## src/swdt_pkg.sv

```systemverilog
`default_nettype none
package swdt_pkg;

  // ==========================================================================
  // register map
  localparam logic [11:0] SWDT_CTRL_OFF    = 12'h000;
  localparam logic [11:0] SWDT_STATUS_OFF  = 12'h004;

  // ==========================================================================
  // control codes
  localparam logic [7:0]  SWDT_CODE_RESTART = 8'hA5;
  localparam logic [7:0]  SWDT_CODE_DIS1    = 8'hDE;
  localparam logic [7:0]  SWDT_CODE_DIS2    = 8'hAD;
  localparam logic [7:0]  SWDT_CODE_LOCK    = 8'hFF;

  // ==========================================================================
  // fields and sizes
  localparam int          SWDT_CNT_W        = 21;
  localparam int          SWDT_IVL_W        = 3;
  localparam int          SWDT_MSB_BIT      = 7;
  localparam logic [2:0]  SWDT_IVL_RESET    = 3'h7;
  localparam int          SWDT_IVL_BASE     = 3;
  // pair window in clock cycles
  localparam int          SWDT_DIS_WIN_CYC  = 4;
  localparam logic [2:0]  SWDT_DIS_WIN      = 3'(SWDT_DIS_WIN_CYC);
  localparam int          SWDT_RST_HOLD_CYC = 2;
  localparam logic [1:0]  SWDT_RST_HOLD     = 2'(SWDT_RST_HOLD_CYC);

  // status bit positions
  localparam int          SWDT_ST_EN_BIT    = 0;
  localparam int          SWDT_ST_LOCK_BIT  = 1;
  localparam int          SWDT_ST_ARM_BIT   = 2;

  typedef struct packed {
    logic [11:0] addr;
    logic        write;
    logic [31:0] wdata;
  } swdt_req_s;

endpackage : swdt_pkg
`default_nettype wire

```

## src/swdt_top.sv

```systemverilog
// Register access over APB and the register addresses were decided locally.
`timescale 1ns/1ps
`default_nettype none

// Function
// - counter overflow drives the whole chip into reset
// - after any system reset: enabled, counting, longest interval
// - once locked, every disable attempt refused until next reset
// - watchdog reset never drives the external reset pin
// - 21-bit counter on system clock, measures time since restart
// - writing A5 enables the watchdog and clears the counter
// - DE then AD, in that order, disables the watchdog
// - AD later than 4 cycles after DE is ignored
// - writing FF sets the lock against later disables
// - writing FF neither enables nor clears the counter
// - timeout is 4 to the power (3 + interval field) clocks
// - control register reads return the interval field; it resets to all ones
module swdt_top (
  input  wire logic        clock,        // system clock, 40 MHz
  input  wire logic        rst,          // async system reset, active high
  input  wire logic        psel,         // apb select
  input  wire logic        penable,      // apb enable
  input  wire logic        pwrite,       // apb direction
  input  wire logic [11:0] paddr,        // apb byte address
  input  wire logic [31:0] pwdata,       // apb write data
  output logic      [31:0] prdata,       // apb read data
  output logic             pready,       // apb ready
  output logic             pslverr,      // apb error, unmapped address
  output logic             wdt_rst_req,  // internal chip reset request
  output logic             rst_pin_oe    // external reset pin enable, never set
);
  import swdt_pkg::*;

  // ==========================================================================
  // apb decode
  swdt_req_s req;
  assign req = '{addr: paddr, write: pwrite, wdata: pwdata};

  wire setup_ok  = psel & ~penable;
  wire hit_ctrl  = (req.addr == SWDT_CTRL_OFF);
  wire hit_stat  = (req.addr == SWDT_STATUS_OFF);
  wire hit_any   = hit_ctrl | hit_stat;
  // answer lands one cycle after setup: access phase sees pready high
  wire acc_go    = setup_ok;
  wire ctrl_wr   = psel & penable & pready & req.write & hit_ctrl;
  wire [7:0] wb  = req.wdata[7:0];

  wire is_restart = ctrl_wr & (wb == SWDT_CODE_RESTART);
  wire is_dis1    = ctrl_wr & (wb == SWDT_CODE_DIS1);
  wire is_dis2    = ctrl_wr & (wb == SWDT_CODE_DIS2);
  wire is_lock    = ctrl_wr & (wb == SWDT_CODE_LOCK);
  // interval is taken from writes with bit 7 low that are not codes
  wire is_ivl     = ctrl_wr & ~wb[SWDT_MSB_BIT] & ~is_dis2;

  // ==========================================================================
  // state
  logic                  en_q, en_d;
  logic                  lock_q, lock_d;
  logic [SWDT_IVL_W-1:0] ivl_q, ivl_d;
  logic [SWDT_CNT_W-1:0] cnt_q, cnt_d;
  logic [2:0]            win_q, win_d;
  logic [1:0]            hold_q, hold_d;
  logic                  overflow;

  // timeout limit: 4^(3+ivl) = 2^(6+2*ivl) cycles
  function automatic logic [SWDT_CNT_W:0] limit_of(input logic [SWDT_IVL_W-1:0] iv);
    limit_of = (SWDT_CNT_W+1)'(1) << (2 * (SWDT_IVL_BASE + int'(iv)));
  endfunction

  wire [SWDT_CNT_W:0] lim = limit_of(ivl_q);
  // counting from zero, compare with lim - 1 so overflow comes lim cycles after a clear
  assign overflow = en_q & ({1'b0, cnt_q} == (lim - (SWDT_CNT_W+1)'(1)));

  wire pair_ok = is_dis2 & (win_q != 3'h0) & ~lock_q;

  assign en_d   = is_restart ? 1'b1 : (pair_ok ? 1'b0 : en_q);
  assign lock_d = lock_q | is_lock;
  assign ivl_d  = is_ivl ? wb[SWDT_IVL_W-1:0] : ivl_q;
  // counter clears on restart and on overflow, stays at zero while disabled
  assign cnt_d  = (is_restart | ~en_q | overflow) ? '0 : cnt_q + 1'b1;
  // window opens on DE; any other control write closes it
  assign win_d  = is_dis1 ? SWDT_DIS_WIN :
                  (ctrl_wr ? 3'h0 : (win_q != 3'h0 ? win_q - 3'h1 : 3'h0));
  assign hold_d = overflow ? SWDT_RST_HOLD : (hold_q != 2'h0 ? hold_q - 2'h1 : 2'h0);

  // ==========================================================================
  // registers
  always_ff @(posedge clock or posedge rst) begin
    if (rst) begin
      en_q   <= 1'b1;
      lock_q <= 1'b0;
      ivl_q  <= SWDT_IVL_RESET;
      cnt_q  <= '0;
      win_q  <= 3'h0;
      hold_q <= 2'h0;
    end else begin
      en_q   <= en_d;
      lock_q <= lock_d;
      ivl_q  <= ivl_d;
      cnt_q  <= cnt_d;
      win_q  <= win_d;
      hold_q <= hold_d;
    end
  end

  // ==========================================================================
  // outputs
  wire [31:0] rd_ctrl = {29'h0, ivl_q};
  wire [31:0] rd_stat = {29'h0, win_q != 3'h0, lock_q, en_q};
  wire [31:0] rd_mux  = hit_ctrl ? rd_ctrl : (hit_stat ? rd_stat : 32'h0);

  always_ff @(posedge clock or posedge rst) begin
    if (rst) begin
      prdata      <= 32'h0;
      pready      <= 1'b0;
      pslverr     <= 1'b0;
      wdt_rst_req <= 1'b0;
      rst_pin_oe  <= 1'b0;
    end else begin
      pready      <= acc_go;
      pslverr     <= acc_go & ~hit_any;
      prdata      <= (acc_go & ~req.write) ? rd_mux : 32'h0;
      wdt_rst_req <= overflow | (hold_d != 2'h0);
      rst_pin_oe  <= 1'b0;
    end
  end

endmodule // swdt_top

`default_nettype wire

```

## config.mk

```make
export PLATFORM = sky130hd
export DESIGN_NAME = swdt_top
export DESIGN_NICKNAME = d
export VERILOG_FILES = /design/src/swdt_pkg.sv /design/src/swdt_top.sv
export SDC_FILE = /design/constraint.sdc
export NUM_CORES = 1
export LEC_CHECK = 0
export ABC_AREA = 0
export BUFFER_PORTS_ARGS = -buffer_cell sky130_fd_sc_hd__buf_4
export CORE_MARGIN = 5
export CORE_UTILIZATION = 46
export DETAILED_ROUTE_END_ITERATION = 6
export PLACE_DENSITY = 0.87
export SYNTH_ARGS = -nofsm -noshare
export SYNTH_HDL_FRONTEND = slang
export SYNTH_SLANG_ARGS = --single-unit
```

## constraint.sdc

```tcl
create_clock -name clock -period 5.8 [get_ports clock]
set_clock_uncertainty 0.2 [all_clocks]
set_input_delay 0.58 -clock clock [delete_from_list [all_inputs] [get_ports clock]]
set_output_delay 0.58 -clock clock [all_outputs]
set_load 0.05 [all_outputs]
```

==> results of run 1 <==
through the flow:
stage	hold slack, ps	area, sq um	worst slack [ps]	cells	total power [mW]
after floorplan	236.2	2265	3518	261	0.3329
after global placement	249.2	2321	3146	313	0.3341
after detailed placement	259.9	2321	3132	313	0.3352
after CTS	209.2	2411	3128	321	0.5198
after global routing	256.8	2411	2958	321	0.5314
final	186.4	2411	3126	321	0.5126
layer usage:
| layer | vias up | track usage [%] |
|---|---|---|
| li1 | 801 | - |
| met1 | 774 | 16.94 |
| met2 | 37 | 23.46 |
| met3 | 10 | 5.275 |
| met4 | 0 | 5.944 |
| met5 | - | 0 |
tightest hold or removal path: cells and delay by family:
family	cells	cell delay, ps
buffers and inverters	3	540
registers in the layout, summed over array words and instances, names as in the netlist:
signal,flops
lock_q,1
en_q,1
win_q,3
wdt_rst_req,1
pready,1
hold_q,2
ivl_q,3
pslverr,1
prdata,3
cnt_q,21
cell families after synthesis:
logic type,after synthesis,synth area share [%]
buffers and inverters,43,13.23
adder cells (fa/ha/maj),4,2.322
AO/OA/AOI/OAI,15,4.992
AND/OR/NAND/NOR,106,24.90
multiplexers,7,3.482
other,1,0.1739
XOR/XNOR,19,7.719
flip-flops,37,43.18
cell type report:
type                            instances  share of cell area [%]
Clock buffer                            8                   3.736
Inverter                                9                   1.401
Multi-Input combinational cell        181                   43.49
Sequential cell                        37                   38.61
Tap cell                               54                   2.802
Timing Repair Buffer                   32                   9.964
power breakdown:
group	switching (mW)	internal, mW	total, mW
Sequential	0.000863	0.259	0.260
Clock	0.0853	0.0968	0.182
Combinational	0.0566	0.0137	0.0702
Total	0.143	0.370	0.513
layout by cell type, fill, tap and decap left out, drive strengths merged, types with 5 or more instances in the layout:
master	instances
nor2	38
inv	9
xnor2	10
nand2	12
clkbuf	8
nor3	10
nor4	9
dfrtp	33
xor2	9
conb	30
nand4	5
buf	32
nand3	15
final timing paths:
kind | startpoint | endpoint | slack [ps] | depth (start not counted)
setup / recovery | ivl_q[1] | cnt_q[8] | 3130 | 6
hold reg to reg | win_q[0] | win_q[0] | 280 | 1
setup reg to reg | ivl_q[1] | cnt_q[8] | 3130 | 6
min in group clock | pwdata[3] | en_q | 270 | 2
hold / removal | rst | pslverr | 190 | 3
max in group asynchronous | rst | ivl_q[0] | 4860 | 3
==> results.md, run 1 <==
- The flow ran to the end, and the final reports show no timing, DRC or antenna violations.
- The total of flip-flops plus latches after synthesis is 37.
- Clock latency on the worst-skew pair, taken at its later pin, is 290 ps.
- The detailed router finished its first iteration with 99 violations.
- The final critical path takes up 46.11% of the cycle.
- The highest ir drop seen on vdd is 108.0 uV.
- The number of hold-slack violations in the final timing report came to 0.
- The die span in y is 78.46 um.
- The number of antenna violations at the first check in global routing was 0.
- Sequential elements use 43.18% of the synthesized area.
- The quantity of gates resized following cts is 0.
- Of the cells placed in the final design, the portion with a size suffix greater than 1 is 19.10%.
- The end-of-flow core utilization is 52.08%.
- In this run the standard cell core region covers 0.004629 sq mm.
- The uppermost signal routing layer after detailed routing is met4.
- The maximum root-to-sink buffer count is 2.
- The cell area that synthesis handed to floorplanning was 0.002156 sq mm.
- The buffers plus inverters on the worst setup path is 1.
- The detailed-routing wirelength on met1 is 1692 um.
- The gate count of the mapped netlist is 232.
- The number of buffers created by CTS is 5.
- STA classifies the critical path startpoint as a flop.
- The aggregate global-route resource usage is 14.33%.
- The worst setup path is of the reg -> reg kind.
- After filler insertion, the fill cell instance count of the layout stands at 429.
- The synthesized design spends more area on one cell type than any other, namely dfrtp_1.
- The ratio of routed vias to standard cells is 5.053.
- The area growth from synthesis to layout is 11.84%.
- The floorplan has 25 rows.
- The warning count from the yosys run is 0.
- In this run, synthesis inferred 0 flip-flops with an integrated enable.
- The number of antenna diodes in the final layout is 0.
- After detailed routing, the number of remaining DRC violations is 0.
- The met2 routed wirelength is 2077 um.
- The timing-limited maximum frequency is 0.3739 GHz.
- The number of antenna-violating nets in the routed design is 0.
- The total count of max-transition violations in the final report was 0.
- Setup violations remaining at the end of the flow were counted as 0.
- For this configuration, the core starts out at a cell density of 46.57%.
- The cell with the largest stage delay on the worst path is dfstp_2.
- The number of sinks on the clock net is 37.
- The via count of the first global-routing pass is 1,583.
- Grouping stages by cell kind, the critical path spends the most delay in compound AO/OA/AOI/OAI gates.
- The min-delay analysis places its worst path in the category in -> async.
- The floorplan die width is 78.46 um.
- In this run the worst path has a maximum fanout of 13.
- The critical path goes through and2b_2 > o32ai_1 > o2111ai_1 > o31ai_2 > buf_4 > nor2_1.
- TritonCTS built the clock tree.
- The number of distinct library cells after synthesis is 41.
- The master cell of the clock root buffer is clkbuf_8.
- By count the netlist is led by nor2_1 (38), dfrtp_1 (33), buf_4 (30).
- Among all flip-flop cells after synthesis, the most frequent one is dfrtp_1.
- Yosys instantiated no cell more often than nor2_1.
- The first-pass GRT wire length is 6941 um.
- After detailed routing, the average wire length per cell comes to 12.82 um.
- The routed design has 4115 um of wire.
- The sequential cells in the finished layout cover a total of 930.9 sq um.
- The area of combinational cells with multiple inputs is 0.001049 sq mm.
- The pin slew with the least headroom to its limit is 690.7 ps.
- The count of buffers from port buffering is 30.
- Setup repair after global routing left no endpoint under its margin.
- The CTS clock-pin slew for the worst setup and hold paths is 70 ps.
- The area fraction of the dominant cell type after synthesis is 38.31%.
- The total congestion overflow after global routing is 0.
- Entering global routing, the biggest net connects 38 pins.
- The largest incremental delay on the critical path is 630 ps.
- Data arrives at the worst endpoint at 2650 ps.
- The relative slew slack is 53.53%.
- For this design the ratio of total power to cell area is 212.6 mW/mm^2.
- 85 I/O pins were placed.
- The reported leakage power is 1.178 nW.
- The number of maximum-capacitance constraint violations is 0.
- Adding up every negative setup slack in the final design gives 0 ps.
- In this run the post-CTS setup repair buffer count came out at 0.
- The met3 wirelength from detailed routing is 252 um.
- STA puts the critical path data required time at 5780 ps.
- The area enclosed by the die boundary is 0.006156 sq mm.
- The weighted congestion at the end of routability-driven global placement is 0.7863.
- The net count of the finished layout is 319.
- The minimum clock period is 2674 ps.
- The worst setup path is captured at a flop.
- Sorting the synthesized cells by area gives the leading types as dfrtp_1 (38%), buf_4 (10%), nor2_1 (6.6%).
- Dividing the synthesized area by the synthesized cell count gives 9.292 sq um.
- The clock tree synthesis step divided the H-tree into 2 levels.
- Once detailed placement completed, the half-perimeter wirelength came to 3102 um.
- The vias after detailed routing is 1,622.
- The number of hold-repair buffers added at the cts stage is 0.
- The count of TritonRoute iterations in the first routing pass is 4.
- The share of flip-flops with an asynchronous set or reset after synthesis is 100.0%.
(Power assumes the default switching activity.)
==> inputs of run 2 (changes only) <==
- clock period: 5.8 -> 2.8 ns (I/O delays scaled with it)
==> run 2 against run 1 <==
Non-clock buffer count is 4 higher. Clock power increased to 2.6 times the previous value. Via count increased by 0.43%. Power grew 130%. Flip-flop and latch count stayed put. Core utilization grew 1.4 points. Highest routed layer unchanged.
==> results.md, run 2 (synthesized netlist as in run 1, its figures left out) <==
- The net switching power is 0.2999 mW (+110%).
- The final setup slack of the worst path is 332.4 ps (-2793 ps).
- The timing-limited maximum frequency was 0.4053 GHz (+8.4%).
- The switching portion of total power is 25.93% (-1.9 points).
- The master cell of the clock root buffer is clkbuf_8.
- The area enclosed by the die boundary is 0.006156 sq mm (unchanged).
- The highest ir drop seen on vdd is 337.6 uV (+210%).
- The reg-to-reg setup timing slack is 330 ps (-2790 ps).
- Walking the worst path, the cells encountered are and2b_2 > o32ai_1 > o2111ai_1 > or4b_4 > and3b_1.
- The sequential share of power is 46.6% (-4.2 points).
- The total count of max-transition violations in the final report is 0 (unchanged).
- The later-pin clock latency in the skew report is 280 ps (about the same).
- The area of the core is 0.004629 sq mm (unchanged).
- The count of fill cells added during filler insertion came to 454 (+5.8%).
- The layout cell share with drive strength beyond 1 came to 20.30% (+1.2 points).
- The count of endpoints failing setup in the final report came to 0 (unchanged).
- The largest fanout on the critical path is 10 (-3).
- The H-tree level count came to 2 (unchanged).
- The area of combinational cells with multiple inputs is 0.001049 sq mm (unchanged).
- The number of top-level design ports is 85 (unchanged).
- The maximum number of pins on one net before global-route repair was 38 (unchanged).
- The number of antenna repair diodes is 0 (unchanged).
- The combined flip-flop and latch cell area was 930.9 sq um (unchanged).
- The pin slew with the least headroom to its limit is 511.2 ps (-179.5 ps).
- The relative slew slack came to 65.79% (+12 points).
- STA classifies the critical path startpoint as a flop.
- The floorplan die width is 78.46 um (unchanged).
- The library cells used most frequently in the layout, excluding fill and tap cells, are nor2_1 (38), buf_4 (34), dfrtp_1 (33).
- The total wirelength of the detailed-routed design is 4178 um (+1.5%).
- The vias after detailed routing came to 1,629 (+0.43%).
- The post-route cell area is 0.002476 sq mm (+2.7%).
- The via count of the first global-routing pass came to 1,586 (+0.19%).
- The worst setup path is of the reg -> reg kind.
- The weighted congestion at the end of routability-driven global placement is 0.7811 (-0.66%).
- The internal cell power is 0.8566 mW (+130%).
- The number of DRC violations after detailed routing is 0 (unchanged).
- The net total in the final layout is 323 (+1.3%).
- The flip-flop count of the largest register, all copies and words added is 21 (unchanged).
- The number of buffers created by CTS is 5 (unchanged).
- The number of sinks on the clock net is 37 (unchanged).
- The number of maximum-capacitance constraint violations is 0 (unchanged).
- The ratio of routed vias to standard cells is 5.012 (-0.80%).
- The combinational group share of total power is 12.8% (-0.9 points).
- The CTS clock-pin slew for the worst setup and hold paths is 70 ps (about the same).
- The minimum clock period came to 2468 ps (-206.8 ps).
- The first-pass GRT wire length was 7024 um (+1.2%).
- The post-place instance area is 0.002336 sq mm (+0.65%).
- The sum of net half-perimeters after detailed placement is 3242 um (+4.5%).
- On the critical path, the stage with the largest delay is an instance of dfstp_2.
- The pre-CTS worst setup slack is 380.0 ps (-2752 ps).
- TritonCTS built the clock tree.
- Setup repair after global routing left no endpoint under its margin.
- The starting utilization of the core area was 46.57% (unchanged).
- The end-of-flow core utilization is 53.49% (+1.4 points).
- From synthesis to final layout, the design area changed by 14.86%.
- The maximum root-to-sink buffer count is 2 (unchanged).
- The flow ran to the end, and the final reports show no timing, DRC or antenna violations.
- The count of placed standard cells in the final layout, fillers left out was 325 (+1.2%).
- The critical path required time is 2780 ps (-3000 ps).
- The most flop-heavy register is cnt_q.
- The buffers plus inverters on the worst setup path is 0 (-1).
- The count of buffers from port buffering was 30 (unchanged).
- The number of antenna violations at the first check in global routing was 0 (unchanged).
- The largest incremental delay on the critical path came to 630 ps (about the same).
- The number of DRC markers after the initial detailed-route iteration came to 90 (-9.1%).
- STA classifies the critical path endpoint as a flop.
- Grouping stages by cell kind, the critical path spends the most delay in simple AND/OR/NAND/NOR gates.
- The path class of the lowest-slack min-delay path is in -> reg.
- The final worst hold slack is 12.55 ps (-173.8 ps).
- The aggregate global-route resource usage is 14.22% (-0.12 points).
- The total power consumption of the routed design is 1.157 mW (+130%).
- The total negative setup slack came to 0 ps (unchanged).
- The total congestion overflow after global routing is 0 (unchanged).
- The number of antenna-violating nets in the routed design is 0 (unchanged).
- The portion of the clock cycle consumed by the worst path in the final layout is 88.13% (+42 points).
- The number of cell rows is 25 (unchanged).
- The reported leakage power came to 1.209 nW (+2.6%).
- The post-CTS setup buffer count is 0 (unchanged).
- The average wire length per cell after detail routing came to 12.86 um (+0.28%).
- The power density of the placed cells came to 467.1 mW/mm^2 (+120%).
- The part of the power in the clock network is 40.6% (+5.1 points).
- The number of hold-slack violations in the final timing report is 0 (unchanged).
- The die span in y was 78.46 um (unchanged).
- The count of TritonRoute iterations in the first routing pass is 4 (unchanged).
- Leaving out fill and tap cells, the most frequent cell in the layout is nor2_1.
- The data arrival time of the critical path is 2440 ps (-210 ps).
- The cell total after placement is 315 (+0.64%).
## run 2: layer usage
layer  share of wire, %  track usage (%)
met5                  0                0
met4               0.69            2.797
met3                4.8            4.128
met2                 53            24.23
met1                 42            18.00
## run 2: repair_timing
action	in CTS	in global routing
hold buffers	2	0
gates resized for setup	0	0
hold endpoints to repair	34	0
## run 2: power groups by stage
stage	combinational (mW)	clock [mW]	sequential, mW
floorplan	0.135	0	0.554
global placement	0.143	0	0.549
detailed placement	0.145	0	0.549
CTS	0.148	0.482	0.539
global route	0.156	0.502	0.539
finish	0.148	0.470	0.539
## run 2: worst paths after layout
check / end / depth (start not counted) / from
min in group asynchronous: pready / 4 / rst
min: prdata[2] / 2 / paddr[2]
min reg2reg: win_q[0] / 1 / win_q[0]
max: hold_q[0] / 5 / ivl_q[1]
max in group asynchronous: ivl_q[2] / 4 / rst
max reg2reg: hold_q[0] / 5 / ivl_q[1]
## run 2: area by class of cell
type                            count  share of cell area, %
Clock inverter                      2                  1.516
Sequential cell                    37                  37.59
Tap cell                           54                  2.729
Multi-Input combinational cell    181                  42.34
Timing Repair Buffer               36                  11.12
Inverter                            9                  1.364
Clock buffer                        6                  3.335
==> inputs of run 3 (changes only) <==
- GPL_TIMING_DRIVEN: unset -> 0
==> run 3 against run 2 <==
The run now ends with negative hold slack left. Clock power decreased by 24%. Fmax increased by 2.6%. Register-to-register slack improved by 60 ps. Sequential share of layout area decreased by 2.5 points. Via count increased by 4.4%. Routed wire length increased by 3.6%. Die area unchanged. Critical path depth increased by 1. Power decreased by 7.1%. Highest routed layer unchanged.
==> results.md, run 3 (synthesized netlist as in run 1, its figures left out) <==
- Counting flops per register, the top entry is cnt_q.
- The worst hold path belongs to the class in -> async.
- The H-tree level count was 2 (unchanged).
- The portion of the clock cycle consumed by the worst path in the final layout is 85.93% (-2.2 points).
- The sequential share of power is 50.1% (+3.5 points).
- TritonCTS built the clock tree.
- The total wirelength of the detailed-routed design was 4328 um (+3.6%).
- The flip-flop count of the largest register, all copies and words added came to 21 (unchanged).
- The maximum number of pins on one net before global-route repair came to 38 (unchanged).
- The maximum root-to-sink buffer count came to 2 (unchanged).
- The highest ir drop seen on vdd is 219.2 uV (-35%).
- The relative slew slack is 49.94% (-16 points).
- The number of buffers created by CTS is 5 (unchanged).
- The count of endpoints failing setup in the final report is 0 (unchanged).
- The number of antenna-violating nets in the routed design is 0 (unchanged).
- The quantity of gates resized following cts is 0 (unchanged).
- The master cell of the clock root buffer is clkbuf_8.
- The aggregate global-route resource usage is 15.07% (+0.86 points).
- The total negative setup slack came to 0 ps (unchanged).
- The minimum clock period is 2406 ps (-61.41 ps).
- The area of combinational cells with multiple inputs came to 0.001049 sq mm (unchanged).
- The number of antenna repair diodes came to 0 (unchanged).
- The ratio of routed vias to standard cells is 4.805 (-4.1%).
- The net total in the final layout is 352 (+9.0%).
- The first-pass GRT wire length is 7300 um (+3.9%).
- The growth of design area from synthesis to finish is 23.10%.
- The pin slew with the least headroom to its limit is 749.8 ps (+238.5 ps).
- The number of top-level design ports came to 85 (unchanged).
- The later-pin clock latency in the skew report was 280 ps (about the same).
- The number of hold-slack violations in the final timing report is 33 (+33).
- The floorplan die width is 78.46 um (unchanged).
- The switching portion of total power is 28.77% (+2.8 points).
- The count of buffers from port buffering is 30 (unchanged).
- The vias after detailed routing is 1,701 (+4.4%).
- The via count of the first global-routing pass is 1,697 (+7.0%).
- The starting utilization of the core area is 46.57% (unchanged).
- The die span in y came to 78.46 um (unchanged).
- Leaving out fill and tap cells, the most frequent cells in the layout are buf_4 (60), nor2_1 (38), dfrtp_1 (33).
- The average wire length per cell after detail routing was 12.23 um (-4.9%).
- The combinational group share of total power was 16.7% (+3.9 points).
- The number of DRC markers after the initial detailed-route iteration was 71 (-21%).
- The flow ran to the end, but the final reports show violations.
- The layout cell share with drive strength beyond 1 was 28.67% (+8.4 points).
- The library cell used most frequently in the layout, excluding fill and tap cells, is buf_4.
- The weighted congestion at the end of routability-driven global placement is 0.8222 (+5.3%).
- The CTS clock-pin slew for the worst setup and hold paths is 70 ps (about the same).
- The final worst hold slack is -71.97 ps (-84.52 ps).
- The timing-limited maximum frequency is 0.4156 GHz (+2.6%).
- The category of the most critical setup path is reg -> reg.
- The number of DRC violations after detailed routing is 0 (unchanged).
- The largest fanout on the critical path is 10 (unchanged).
- The net switching power is 0.3093 mW (+3.1%).
- The area of the core is 0.004629 sq mm (unchanged).
- The sum of net half-perimeters after detailed placement was 3339 um (+3.0%).
- The number of cell rows came to 25 (unchanged).
- The worst setup path is captured at a flop.
- Setup repair after global routing left no endpoint under its margin.
- The checks that failed: negative hold slack.
- The total congestion overflow after global routing is 0 (unchanged).
- The count of fill cells added during filler insertion is 414 (-8.8%).
- The number of sinks on the clock net is 37 (unchanged).
- The power density of the placed cells is 405.1 mW/mm^2 (-13%).
- STA classifies the critical path startpoint as a flop.
- The data arrival time of the critical path is 2390 ps (-50 ps).
- The internal cell power was 0.7656 mW (-11%).
- The number of maximum-capacitance constraint violations was 0 (unchanged).
- The count of TritonRoute iterations in the first routing pass is 4 (unchanged).
- The reported leakage power is 1.356 nW (+12%).
- The total count of max-transition violations in the final report came to 0 (unchanged).
- The combined flip-flop and latch cell area is 930.9 sq um (unchanged).
- The critical path required time came to 2780 ps (about the same).
- The number of antenna violations at the first check in global routing is 0 (unchanged).
- The area enclosed by the die boundary is 0.006156 sq mm (unchanged).
- The part of the power in the clock network is 33.2% (-7.4 points).
[run 3: what timing repair did]
action | 4_1_cts | 5_1_grt
setup endpoints to repair | 0 | 0
setup buffers | 0 | 0
hold buffers | 1 | 0
endpoints found under the hold margin | 1 | 0
[run 3: stage by stage]
step	cell area [sq um]	util (%)	power, mW	cells	worst slack, ps
after floorplan	2265	-	0.6895	261	518.1
after global placement	2557	55.24	0.7244	345	445.7
after detailed placement	2557	55.24	0.7260	345	397.1
after CTS	2654	57.32	1.086	354	390.6
after global routing	2654	57.32	1.123	354	235.7
final	2654	57.32	1.075	354	393.9
[run 3: final cells by class]
type,instances,area share [%]
Buffer,34,9.477
Timing Repair Buffer,31,8.864
Tap cell,54,2.546
Multi-Input combinational cell,181,39.51
Clock buffer,5,2.593
Sequential cell,37,35.08
Inverter,9,1.273
Clock inverter,3,0.6601
[run 3: power by group through the flow]
stage	logic, mW	clock network, mW	registers (mW)
floorplan	0.135	0	0.554
finish	0.180	0.356	0.539
global placement	0.175	0	0.549
global route	0.192	0.392	0.539
detailed placement	0.177	0	0.549
CTS	0.178	0.369	0.539
[run 3: worst paths after layout]
check,endpoint,depth (start not counted),slack [ps],from
worst max-delay path,hold_q[0],6,390,ivl_q[1]
max in group asynchronous,cnt_q[2],2,1990,rst
min in group clock,prdata[2],2,10,paddr[2]
worst max register to register,hold_q[0],6,390,ivl_q[1]
worst min-delay path,pready,2,-70,rst
worst min register to register,win_q[0],1,280,win_q[0]
[run 3: metal layers]
metal / vias up / global-route usage, % / routed length [um]
met3: 9 / 4.358 / 233
met4: 0 / 4.895 / 85
li1: 863 / - / -
met5: - / 0 / 0
met1: 783 / 18.23 / 1796
met2: 46 / 25.77 / 2212
[run 3: worst max-delay path, cell delays in order, from the launching register on]
cell,delay (ps)
dfstp_2,530
buf_6,130
and2b_2,210
o32ai_1,250
o2111ai_1,200
or4b_4,600
and3b_1,180
